--- config.mk ---
export PLATFORM = sky130hd
export DESIGN_NAME = fwa_arbiter
export DESIGN_NICKNAME = d
export VERILOG_FILES = /design/src/common/fwa_arbiter_pkg.sv /design/src/hdl/fwa_code_decode.sv /design/src/hdl/fwa_arbiter.sv
export VERILOG_INCLUDE_DIRS = /design/src /design/src/common
export SDC_FILE = /design/constraint.sdc
export NUM_CORES = 1
export LEC_CHECK = 0
export ABC_CLOCK_PERIOD_IN_PS = 1400
export BUFFER_PORTS_ARGS = -buffer_cell sky130_fd_sc_hd__clkbuf_2
export CORE_ASPECT_RATIO = 0.9
export CORE_MARGIN = 3
export CORE_UTILIZATION = 49
export CTS_BUF_LIST = sky130_fd_sc_hd__clkbuf_8
export DETAILED_ROUTE_END_ITERATION = 8
export GPL_TIMING_DRIVEN = 1
export PLACE_DENSITY = 0.75
export SKIP_CTS_REPAIR_TIMING = 1
export SLEW_MARGIN = 20
export SYNTH_ARGS = -nofsm -noshare
export SYNTH_HDL_FRONTEND = slang
export SYNTH_SLANG_ARGS = --single-unit
--- constraint.sdc ---
create_clock -name clk_in -period 1.4 [get_ports clk_in]
set_clock_uncertainty 0.2 [all_clocks]
set_input_delay 0.28 -clock clk_in [delete_from_list [all_inputs] [get_ports clk_in]]
set_output_delay 0.28 -clock clk_in [all_outputs]
set_load 0.005 [all_outputs]
--- src/common/fwa_arbiter_defines.svh ---
`ifndef FWA_ARBITER_DEFINES_SVH
`define FWA_ARBITER_DEFINES_SVH

// ============================================================
// Arbitration sizing
// ============================================================
// Number of requesters on the shared bus
`define FWA_REQ_COUNT 4
// Width of the packed request code
`define FWA_CODE_W 4
// Code value with every request line high (none pending)
`define FWA_CODE_NONE 4'hf
// Synchroniser depth for pin inputs
`define FWA_SYNC_STAGES 2

// ============================================================
// Reset values
// ============================================================
// Award lines all negated out of reset
`define FWA_AWARD_RST 4'h0
// Request pins idle high, so synchronisers reset high
`define FWA_REQ_N_RST 4'hf
// Busy pin idle high (negated)
`define FWA_BUSY_N_RST 1'h1

// ============================================================
// Award vector bit positions
// ============================================================
`define FWA_BIT_TOP 3
`define FWA_BIT_SECOND 2
`define FWA_BIT_THIRD 1
`define FWA_BIT_LOWEST 0

`endif

--- src/common/fwa_arbiter_pkg.sv ---
package fwa_arbiter_pkg;

    // ============================================================
    // Major arbiter states
    // ============================================================
    typedef enum logic [2:0] {
        FWA_IDLE,
        FWA_SERVE_TOP,
        FWA_SERVE_SECOND,
        FWA_SERVE_THIRD,
        FWA_SERVE_LOWEST
    } fwa_state_t;

    // ============================================================
    // Handshake phase inside a service state
    // ============================================================
    typedef enum logic [1:0] {
        FWA_PH_AWARD,
        FWA_PH_OWNED,
        FWA_PH_RELEASE
    } fwa_phase_t;

    // ============================================================
    // Active-low request group, one line per requester
    // ============================================================
    typedef struct packed {
        logic top_n;
        logic second_n;
        logic third_n;
        logic lowest_n;
    } fwa_req_t;

endpackage

--- src/hdl/fwa_code_decode.sv ---
`timescale 1ns/1ps
`default_nettype none
`include "fwa_arbiter_defines.svh"

// ============================================================
// Request code to next-state jump table
// ============================================================
module fwa_code_decode
    import fwa_arbiter_pkg::*;
(
    input wire logic [`FWA_CODE_W-1:0] code_in,
    output fwa_state_t next_state_out
);

    // code to state
    // Bit 0 of the code is the top request line, bit 3 the lowest
    always_comb begin
        case (code_in)
            // All high: nothing pending, stay idle
            `FWA_CODE_NONE: begin
                next_state_out = FWA_IDLE;
            end
            // Only the lowest line active
            4'h7: begin
                next_state_out = FWA_SERVE_LOWEST;
            end
            // Third line active, top two inactive
            4'h3, 4'hb: begin
                next_state_out = FWA_SERVE_THIRD;
            end
            // Second line active, top inactive
            4'h1, 4'h5, 4'h9, 4'hd: begin
                next_state_out = FWA_SERVE_SECOND;
            end
            // Every even code has the top line active
            default: begin
                next_state_out = FWA_SERVE_TOP;
            end
        endcase
    end

endmodule

`default_nettype wire

--- src/hdl/fwa_arbiter.sv ---
`timescale 1ns/1ps
`default_nettype none
`include "fwa_arbiter_defines.svh"

module fwa_arbiter
    import fwa_arbiter_pkg::*;
(
    // 200 MHz system clock
    input wire logic clk_in,
    // Asynchronous active-low reset
    input wire logic nrst_in,
    // four lines, one each
    // Active-low request pins, one per requester
    input wire fwa_req_t bus_request_n_in,
    // Shared wired busy line, observed only
    input wire logic bus_occupied_n_in,
    // Active-high award lines, bit 3 is top priority
    output logic [`FWA_REQ_COUNT-1:0] bus_award_out,
    // High while a requester owns or is being given the bus
    output logic arb_active_out,
    // Index of the requester being served (3 = top)
    output logic [1:0] arb_owner_out
);

    // ============================================================
    // Declarations
    // ============================================================
    // First and second synchroniser stages for requests
    fwa_req_t req_meta;
    fwa_req_t req_sync;
    // First and second synchroniser stages for busy
    logic busy_meta_n;
    logic busy_sync_n;
    // Major state and handshake phase
    fwa_state_t state;
    fwa_state_t next_state;
    fwa_phase_t phase;
    fwa_phase_t next_phase;
    // State chosen by the jump table
    fwa_state_t table_state;
    // Request code as the jump table expects it
    logic [`FWA_CODE_W-1:0] req_code;
    // Synchronised busy, active high
    logic bus_busy;
    // One-hot award worked out from the next state
    logic [`FWA_REQ_COUNT-1:0] next_award;
    // Owner index for the current service state
    logic [1:0] state_owner;

    // ============================================================
    // Pin synchronisers
    // ============================================================
    // Requests come from other processors' clocks; the second
    // stage alone feeds the decode logic
    always_ff @(posedge clk_in or negedge nrst_in) begin
        if (!nrst_in) begin
            req_meta <= `FWA_REQ_N_RST;
            req_sync <= `FWA_REQ_N_RST;
        end else begin
            req_meta <= bus_request_n_in;
            req_sync <= req_meta;
        end
    end

    // observe busy only
    // Busy is wired-or on the board; this block has no drive on it
    always_ff @(posedge clk_in or negedge nrst_in) begin
        if (!nrst_in) begin
            busy_meta_n <= `FWA_BUSY_N_RST;
            busy_sync_n <= `FWA_BUSY_N_RST;
        end else begin
            busy_meta_n <= bus_occupied_n_in;
            busy_sync_n <= busy_meta_n;
        end
    end

    assign bus_busy = ~busy_sync_n;

    // ============================================================
    // Request code and jump table
    // ============================================================
    // build request code
    // Lowest line lands in bit 3, top line in bit 0
    assign req_code = {req_sync.lowest_n, req_sync.third_n,
                       req_sync.second_n, req_sync.top_n};

    // parallel decode
    // All four lines go through one table lookup per clock, so the
    // decision never waits on a scan of the lines
    fwa_code_decode u_decode (
        .code_in(req_code),
        .next_state_out(table_state)
    );

    // ============================================================
    // Per-state owner
    // ============================================================
    // shared handshake
    // Service states differ only in this owner mapping and in their award bit
    always_comb begin
        state_owner = 2'h0;
        case (state)
            FWA_SERVE_TOP: begin
                state_owner = 2'h3;
            end
            FWA_SERVE_SECOND: begin
                state_owner = 2'h2;
            end
            FWA_SERVE_THIRD: begin
                state_owner = 2'h1;
            end
            FWA_SERVE_LOWEST: begin
                state_owner = 2'h0;
            end
            // Idle serves nobody
            default: begin
                state_owner = 2'h0;
            end
        endcase
    end

    // ============================================================
    // Next state and phase
    // ============================================================
    // level interlock
    // Every step but the release settle cycle waits on the observed busy level; no timers, so
    // a slow requester simply stretches the phase
    always_comb begin
        next_state = state;
        next_phase = phase;
        case (state)
            FWA_IDLE: begin
                // arbitrate when free
                // A busy bus blocks any choice, even with requests low
                if (!bus_busy) begin
                    next_state = table_state;
                    next_phase = FWA_PH_AWARD;
                end else begin
                    next_state = FWA_IDLE;
                    next_phase = FWA_PH_AWARD;
                end
            end
            default: begin
                case (phase)
                    // Award held until the owner raises busy
                    FWA_PH_AWARD: begin
                        if (bus_busy) begin
                            next_phase = FWA_PH_OWNED;
                        end
                    end
                    // award withdrawn
                    // Wait here for the owner to let go
                    FWA_PH_OWNED: begin
                        if (!bus_busy) begin
                            next_phase = FWA_PH_RELEASE;
                        end
                    end
                    // rearbitrate after release
                    // One settle cycle, then back to idle decode
                    FWA_PH_RELEASE: begin
                        next_state = FWA_IDLE;
                        next_phase = FWA_PH_AWARD;
                    end
                    default: begin
                        next_state = FWA_IDLE;
                        next_phase = FWA_PH_AWARD;
                    end
                endcase
            end
        endcase
    end

    // ============================================================
    // State registers
    // ============================================================
    // reset to idle
    always_ff @(posedge clk_in or negedge nrst_in) begin
        if (!nrst_in) begin
            state <= FWA_IDLE;
            phase <= FWA_PH_AWARD;
        end else begin
            state <= next_state;
            phase <= next_phase;
        end
    end

    // ============================================================
    // Award output
    // ============================================================
    // Award is driven from the next state so the line rises on the
    // same edge that enters the service state
    always_comb begin
        next_award = `FWA_AWARD_RST;
        case (next_state)
            FWA_SERVE_TOP: begin
                next_award[`FWA_BIT_TOP] = (next_phase == FWA_PH_AWARD);
            end
            FWA_SERVE_SECOND: begin
                next_award[`FWA_BIT_SECOND] = (next_phase == FWA_PH_AWARD);
            end
            FWA_SERVE_THIRD: begin
                next_award[`FWA_BIT_THIRD] = (next_phase == FWA_PH_AWARD);
            end
            FWA_SERVE_LOWEST: begin
                next_award[`FWA_BIT_LOWEST] = (next_phase == FWA_PH_AWARD);
            end
            default: begin
                next_award = `FWA_AWARD_RST;
            end
        endcase
    end

    // single award
    // At most one bit set, only in the award phase
    always_ff @(posedge clk_in or negedge nrst_in) begin
        if (!nrst_in) begin
            bus_award_out <= `FWA_AWARD_RST;
        end else begin
            bus_award_out <= next_award;
        end
    end

    // ============================================================
    // Status outputs
    // ============================================================
    // Registered view of who is being served
    always_ff @(posedge clk_in or negedge nrst_in) begin
        if (!nrst_in) begin
            arb_active_out <= 1'b0;
            arb_owner_out <= 2'h0;
        end else begin
            arb_active_out <= (state != FWA_IDLE);
            arb_owner_out <= state_owner;
        end
    end

endmodule

`default_nettype wire

==> out/metrics.csv, run 1 <==
metric;value;unit
Leak;0.471;nW
final worst slack;-0.115;ns
n_diodes;0;
crit-path max cell delay;0.41;ns
vias in the first global route;406;
layout overhead on the synthesized area;33.5;%
starting density of the core;0.560;
Yosys Warn Count;0;
Req. time, crit path;1.40;ns
CP most frequent cell;buf_4;
Peak VDD IR;0.972;mV
setup TNS;-0.286;ns
Critical Path, Cell by Cell;nor3_4 -> buf_4 -> buf_4 -> inv_1 -> o211ai_1 -> and4_1;
Main synth FF type;dfrtp_1;
WL/cell;11.2;um
number of DRC markers after the initial detailed-route iteration;3;
Final Net Count;88;
Synth top area share;0.406;
CORE AREA;1320;sq um
num rows;12;
minimum clock period;1.51;ns
Total GRT Usage;0.124;
syn_area_per_cell;14.8;sq um
global-route wire length before repair;1670;um
largest area contributor in the netlist;dfrtp_1;
overall power;1.85;mW
htree depth;1;
CTS tree;yes;
initial antenna violation count;0;
Mapped Cells;50;
Die H;42.9;um
routed via count;464;
largest net degree at the start of global routing;23;
Routed Wire Length;1060;um
final hold violation count;0;
worst hold path class;flip-flop to flip-flop;
Slew Viols, Final;0;
CTS Root Cell;clkbuf_8;
Detailed Place HPWL;706;um
Synth area leaders;dfrtp_1 (41%), dfstp_2 (36%), inv_1 (3.6%);
Max-slew headroom;0.676;
synthesized cell area;739;sq um
Detailed Routing Iterations Pass 1;3;
fin crit share;1.08;
Critical Path Fanout Max;3;
Post-synth EDFFs;0;
CP Capture Type;flip-flop;
outcome;finished, violations left;
Placer Congestion;0.779;
Fmax achieved;660;MHz
I/O pin cnt;14;
failing checks;setup timing;
Worst EP arrival;1.51;ns
CTS Sinks;22;
TritonCTS buffer count;3;
post-route ant nets;0;
CP Launch Type;flip-flop;
CP Class;flip-flop to flip-flop;
port bufs;13;
clock buffer depth;2;
Max-Cap Viols;0;
die area;2010;sq um
Inst Count DP;83;
CP max-delay cell;dfrtp_1;
global route total overflow;0;
Least-Margin Pin Slew;0.485;ns
CTS clk-pin slew, worst paths;0.07;ns
Pwr Density;1870;nW/um^2
FFs w/ async S/R, synth;1.00;
Seq/Total Area, Yosys;0.761;
Distinct cells, synth;19;
DRC;0;
RSZ-0062 raised after global routing;true;
Seq cells post-synth;22;
Setup violations, final;4;
vias per std cell;4.94;
Die Width;47.0;um
clk_lat worst skew;0.26;ns
layout cell share with drive strength beyond 1;0.463;
fill count;81;
fin cells;94;
Syn Nets;57;
where the power goes:
group | switching [mW] | total [mW] | internal, mW
registers | 0.0777 | 0.874 | 0.796
logic | 0.283 | 0.601 | 0.319
clock network | 0.178 | 0.373 | 0.195
stage by stage:
step	area, sq um	hold slack (ns)	setup slack [ns]	util
global placement	867	0.0665	-0.114	0.656
global route	987	0.152	-0.204	0.747
finish	987	0.146	-0.115	0.747
floorplan	739	-0.216	-0.0305	-
CTS	912	-0.209	-0.0899	0.690
detailed placement	867	0.0679	-0.0795	0.656
cells in the mapped netlist, drive strengths merged, types with 2 or more instances:
| cell type | number |
|---|---|
| dfstp | 10 |
| dfrtp | 12 |
| nor3 | 6 |
| nand2 | 2 |
| inv | 7 |
final timing paths:
kind,from,to,slack [ns],cells after the start
worst max-delay path,state[0],bus_award_out[0],-0.11,6
worst min-delay path,req_meta[0],req_code[3],0.15,0
worst min register to register,req_meta[0],req_code[3],0.15,0
max in group asynchronous,nrst_in,req_meta[1],0.33,2
min in group asynchronous,nrst_in,state[2],0.31,2
worst max register to register,state[0],bus_award_out[0],-0.11,6
worst max-delay path, delay by kind of cell (launching register included):
family                 cells  cell delay (ns)
flip-flops                 1             0.41
AND/OR/NAND/NOR            2             0.47
AO/OA/AOI/OAI              1             0.08
buffers and inverters      3             0.29
routing by layer:
layer  global-route usage  vias to the layer above  part of all wire
met3               0.0763                        4             0.085
met1                0.126                      219              0.40
met4               0.0663                        0             0.022
li1                     -                      225                 -
met2                0.192                       16              0.49
met5                    0                        -                 0
sequential cells by signal, summed over array words and instances, names as in the netlist, 2 cells and up:
| signal | cells |
|---|---|
| arb_owner_out | 2 |
| bus_award_out | 4 |
| phase | 2 |
| req_code | 4 |
| req_meta | 4 |
| state | 3 |
cell families (layout without fill, tap and decap cells):
group                     count (synthesis)  count (layout)  share of synthesized area
xor gates and xnor gates                  1               1                     0.0118
AOI/OAI and AO/OA                         7               7                     0.0778
and+or+nand+nor                          13              13                      0.113
buffers and inverters                     7              37                     0.0355
DFF                                      22              22                      0.761
cell usage in the layout, fill, tap and decap left out, types with 2 or more instances in the layout:
| master | synthesis | layout |
|---|---|---|
| buf_4 | 0 | 7 |
| clkbuf_2 | 0 | 13 |
| clkbuf_8 | 0 | 3 |
| dfrtp_1 | 12 | 12 |
| dfstp_2 | 10 | 10 |
| dlygate4sd3_1 | 0 | 6 |
| inv_1 | 7 | 8 |
| nand2_1 | 2 | 2 |
| nor3_1 | 5 | 5 |
cell type report:
cell class | instances | area (sq um) | share of cell area
inverters | 7 | 26.3 | 0.0266
clock buffers | 3 | 41.3 | 0.0418
well taps | 14 | 17.5 | 0.0177
clock inverters | 1 | 3.75 | 0.00380
flip-flops and latches | 22 | 563 | 0.570
multi-input cells | 21 | 158 | 0.160
repair buffers | 26 | 178 | 0.180
Power figures use the tool's default switching activity.
==> run 2: changes to the inputs <==
Settings changed: CORE_MARGIN 3 to unset, HOLD_SLACK_MARGIN set to 0.02.
==> out/metrics.csv, run 2 (synthesis gave the netlist of run 1 again) <==
metric;value;unit;change
Total GRT Usage;0.144;;was 0.124
Inst Count DP;83;;unchanged
htree depth;1;;unchanged
clk_lat worst skew;0.25;ns;was 0.26 ns
I/O pin cnt;14;;unchanged
CTS tree;yes;;unchanged
Critical Path Fanout Max;3;;unchanged
vias per std cell;5.14;;was 4.94
final hold violation count;0;;unchanged
Max-Cap Viols;0;;unchanged
CTS Sinks;22;;unchanged
Req. time, crit path;1.39;ns;was 1.40 ns
fin crit share;1.15;;was 1.08
initial antenna violation count;0;;unchanged
RSZ-0062 raised after global routing;true;;unchanged
global-route wire length before repair;1640;um;was 1670 um
final worst slack;-0.206;ns;was -0.115 ns
CP Class;flip-flop to flip-flop;;unchanged
Max-slew headroom;0.668;;was 0.676
CP delay by family, top;simple AND/OR/NAND/NOR gates;;unchanged
n_diodes;0;;unchanged
port bufs;13;;unchanged
starting density of the core;0.560;;unchanged
CTS clk-pin slew, worst paths;0.07;ns;about the same
CP max-delay cell;dfrtp_1;;unchanged
crit-path max cell delay;0.42;ns;was 0.41 ns
vias in the first global route;415;;was 406
Placer Congestion;0.718;;was 0.779
layout cell share with drive strength beyond 1;0.475;;was 0.463
Routed Wire Length;1260;um;was 1060 um
setup TNS;-0.465;ns;was -0.286 ns
minimum clock period;1.61;ns;was 1.51 ns
Final Net Count;88;;unchanged
die area;1670;sq um;was 2010 sq um
Slew Viols, Final;0;;unchanged
Leak;0.468;nW;was 0.471 nW
Pwr Density;1910;nW/um^2;was 1870 nW/um^2
largest net degree at the start of global routing;23;;unchanged
Detailed Place HPWL;798;um;was 706 um
Die H;38.9;um;was 42.9 um
Worst EP arrival;1.59;ns;was 1.51 ns
fin cells;94;;unchanged
highest-count cells in the layout ignoring fill and taps;clkbuf_2 (13), dfrtp_1 (12), dfstp_2 (10);;unchanged
Die Width;43.0;um;was 47.0 um
layout overhead on the synthesized area;34.3;%;was 33.5%
global route total overflow;0;;unchanged
num rows;12;;unchanged
CP Launch Type;flip-flop;;unchanged
WL/cell;13.4;um;was 11.2 um
CP Capture Type;flip-flop;;unchanged
worst hold path class;flip-flop to flip-flop;;unchanged
Setup WS pre-CTS;-0.159;ns;was -0.0795 ns
TritonCTS buffer count;3;;unchanged
Least-Margin Pin Slew;0.498;ns;was 0.485 ns
commonest non-fill, non-tap cell in the layout;clkbuf_2;;unchanged
Setup violations, final;4;;unchanged
outcome;finished, violations left;;unchanged
Critical Path, Cell by Cell;nor3_4 -> nand3_2 -> o32ai_2 -> and4_1;;was nor3_4 -> buf_4 -> buf_4 -> inv_1 -> o211ai_1 -> and4_1
clock buffer depth;2;;unchanged
number of DRC markers after the initial detailed-route iteration;9;;was 3
CTS Root Cell;clkbuf_8;;unchanged
failing checks;setup timing;;unchanged
Peak VDD IR;1.52;mV;was 0.972 mV
post-route ant nets;0;;unchanged
CP bufs+invs;0;;was 3
DRC;0;;unchanged
routed via count;483;;was 464
CORE AREA;1320;sq um;unchanged
Detailed Routing Iterations Pass 1;4;;was 3
Fmax achieved;623;MHz;was 660 MHz
==> run 2: cell count changes in the layout (fill, tap and decap cells not counted) <==
cell	previous run	this run
inv_1	8	7
a2bb2oi_2	0	1
clkinv_1	0	1
a2bb2oi_1	1	0
==> run 2: path summary, 6_finish.rpt <==
path	from	end	slack (ns)	depth (start not counted)
max	state[0]	bus_award_out[0]	-0.21	4
min	req_meta[0]	req_code[3]	0.15	0
max reg2reg	state[0]	bus_award_out[0]	-0.21	4
min reg2reg	req_meta[0]	req_code[3]	0.15	0
max in group asynchronous	nrst_in	req_meta[0]	0.30	2
min in group asynchronous	nrst_in	arb_active_out	0.33	2
==> run 2: cell type report <==
cell class,instances,area [sq um]
Clock inverter,1,3.75
Clock buffer,3,41.3
Multi-Input combinational cell,21,164
Inverter,7,26.3
Tap cell,14,17.5
Fill cell,81,328
Timing Repair Buffer,26,178
Sequential cell,22,563
==> run 2: power by group <==
part,switching [mW],internal (mW)
sequential,0.0848,0.796
combinational,0.320,0.326
clock,0.174,0.195
==> run 2: metrics by stage <==
stage	total power [mW]	instance area (sq um)	hold slack [ns]	util
3_5_place_dp	1.45	867	0.0727	0.656
5_1_grt	2.00	993	0.152	0.752
6_report	1.90	993	0.149	0.752
4_1_cts	1.83	912	-0.206	0.690
2_1_floorplan	1.16	739	-0.216	-
3_3_place_gp	1.42	867	0.0662	0.656
==> run 2: per-layer routing <==
| metal | part of all wire | global-route usage |
|---|---|---|
| met4 | 0.0032 | 0.0227 |
| met3 | 0.042 | 0.0701 |
| met5 | 0 | 0 |
| met1 | 0.40 | 0.142 |
| met2 | 0.55 | 0.280 |
==> run 3: changes to the inputs <==
Settings changed: PLACE_DENSITY 0.75 to 0.85.
==> out/metrics.csv, run 3 (synthesis gave the netlist of run 1 again) <==
metric;value;unit;change
CTS clk-pin slew, worst paths;0.07;ns;about the same
commonest non-fill, non-tap cell in the layout;clkbuf_2;;unchanged
Pwr Density;1940;nW/um^2;was 1910 nW/um^2
Worst EP arrival;1.56;ns;was 1.59 ns
minimum clock period;1.56;ns;was 1.61 ns
CP Class;flip-flop to flip-flop;;unchanged
vias in the first global route;453;;was 415
I/O pin cnt;14;;unchanged
Slew Viols, Final;0;;unchanged
layout cell share with drive strength beyond 1;0.519;;was 0.475
die area;1670;sq um;unchanged
Max-slew headroom;0.661;;was 0.668
number of DRC markers after the initial detailed-route iteration;5;;was 9
TritonCTS buffer count;3;;unchanged
fill count;84;;was 81
Critical Path Fanout Max;3;;unchanged
largest net degree at the start of global routing;23;;unchanged
initial antenna violation count;0;;unchanged
Detailed Place HPWL;811;um;was 798 um
post-route ant nets;0;;unchanged
Least-Margin Pin Slew;0.508;ns;was 0.498 ns
CTS Root Cell;clkbuf_8;;unchanged
highest-count cells in the layout ignoring fill and taps;clkbuf_2 (13), dfrtp_1 (12), dfstp_2 (10);;unchanged
RSZ-0062 raised after global routing;true;;unchanged
global-route wire length before repair;1860;um;was 1640 um
fin crit share;1.11;;was 1.15
num rows;12;;unchanged
WL/cell;13.3;um;was 13.4 um
Setup violations, final;5;;was 4
Leak;0.481;nW;was 0.468 nW
n_diodes;0;;unchanged
Worst Hold Slack;0.158;ns;was 0.149 ns
Routed Wire Length;1260;um;about the same
Util after Layout;0.772;;was 0.752
htree depth;1;;unchanged
Die H;38.9;um;unchanged
storage element area;563;sq um;unchanged
CORE AREA;1320;sq um;unchanged
Die Width;43.0;um;unchanged
overall power;1.98;mW;was 1.90 mW
DRC;0;;unchanged
Fmax achieved;642;MHz;was 623 MHz
Peak VDD IR;0.982;mV;was 1.52 mV
Detailed Routing Iterations Pass 1;2;;was 4
CP Launch Type;flip-flop;;unchanged
outcome;finished, violations left;;unchanged
Critical Path, Cell by Cell;nor3_4 -> nand3_2 -> o32ai_2 -> and4_1;;unchanged
CP Capture Type;flip-flop;;unchanged
Placer Congestion;0.739;;was 0.718
Total GRT Usage;0.171;;was 0.144
crit-path max cell delay;0.41;ns;was 0.42 ns
CP max-delay cell;dfrtp_1;;unchanged
final worst slack;-0.159;ns;was -0.206 ns
Setup WS pre-CTS;-0.164;ns;was -0.159 ns
CTS Sinks;22;;unchanged
failing checks;setup timing;;unchanged
clock buffer depth;2;;unchanged
layout overhead on the synthesized area;37.9;%;was 34.3%
routed via count;493;;was 483
Max-Cap Viols;0;;unchanged
worst hold path class;flip-flop to flip-flop;;unchanged
CTS tree;yes;;unchanged
starting density of the core;0.560;;unchanged
port bufs;13;;unchanged
Req. time, crit path;1.40;ns;was 1.39 ns
clk_lat worst skew;0.26;ns;was 0.25 ns
global route total overflow;0;;unchanged
Final Net Count;89;;was 88
vias per std cell;5.19;;was 5.14
final hold violation count;0;;unchanged
multi-input logic area;173;sq um;was 164 sq um
==> run 3: cell count changes in the layout (fill, tap and decap cells not counted), sizes merged <==
cell,before,now
clkbuf,16,17
buf,7,8
clkinv,1,0
==> run 3: worst paths after layout <==
check                       startpoint                to  slack, ns  cells after the start
max                           state[0]  bus_award_out[0]      -0.16                      4
min                        busy_meta_n       busy_sync_n       0.16                      0
max reg2reg                   state[0]  bus_award_out[0]      -0.16                      4
min reg2reg                busy_meta_n       busy_sync_n       0.16                      0
max in group asynchronous      nrst_in       req_meta[1]       0.31                      2
min in group asynchronous      nrst_in  arb_owner_out[1]       0.32                      2
==> run 3: layer usage <==
layer	GRT usage	vias to the layer above	share of wire
met2	0.337	17	0.56
li1	-	227	-
met5	0	-	0
met3	0.0841	2	0.052
met4	0.0682	0	0.0087
met1	0.149	247	0.38
==> run 3: final cells by class <==
class / count / area share
inverters: 7 / 0.0258
flip-flops and latches: 22 / 0.552
repair buffers: 27 / 0.182
multi-input cells: 21 / 0.169
well taps: 14 / 0.0172
clock buffers: 4 / 0.0540
==> run 3: power breakdown <==
group	switching [mW]	leakage, nW	internal, mW
Clock	0.188	0.0288	0.250
Combinational	0.322	0.195	0.340
Sequential	0.0799	0.257	0.796
Total	0.590	0.481	1.39
==> run 3: worst max-delay path, delay by kind of cell (launching register included) <==
family | cells | cell delay, ns
AO/OA/AOI/OAI | 1 | 0.28
AND/OR/NAND/NOR | 3 | 0.61
flip-flops | 1 | 0.41
==> run 3: metrics by stage <==
stage | cell area, sq um | setup TNS (ns) | cells
3_5_place_dp | 867 | -0.513 | 83
6_report | 1020 | -0.382 | 95
4_1_cts | 922 | -0.575 | 87
3_3_place_gp | 867 | -0.263 | 83
2_1_floorplan | 739 | -0.0305 | 50
5_1_grt | 1020 | -0.603 | 95
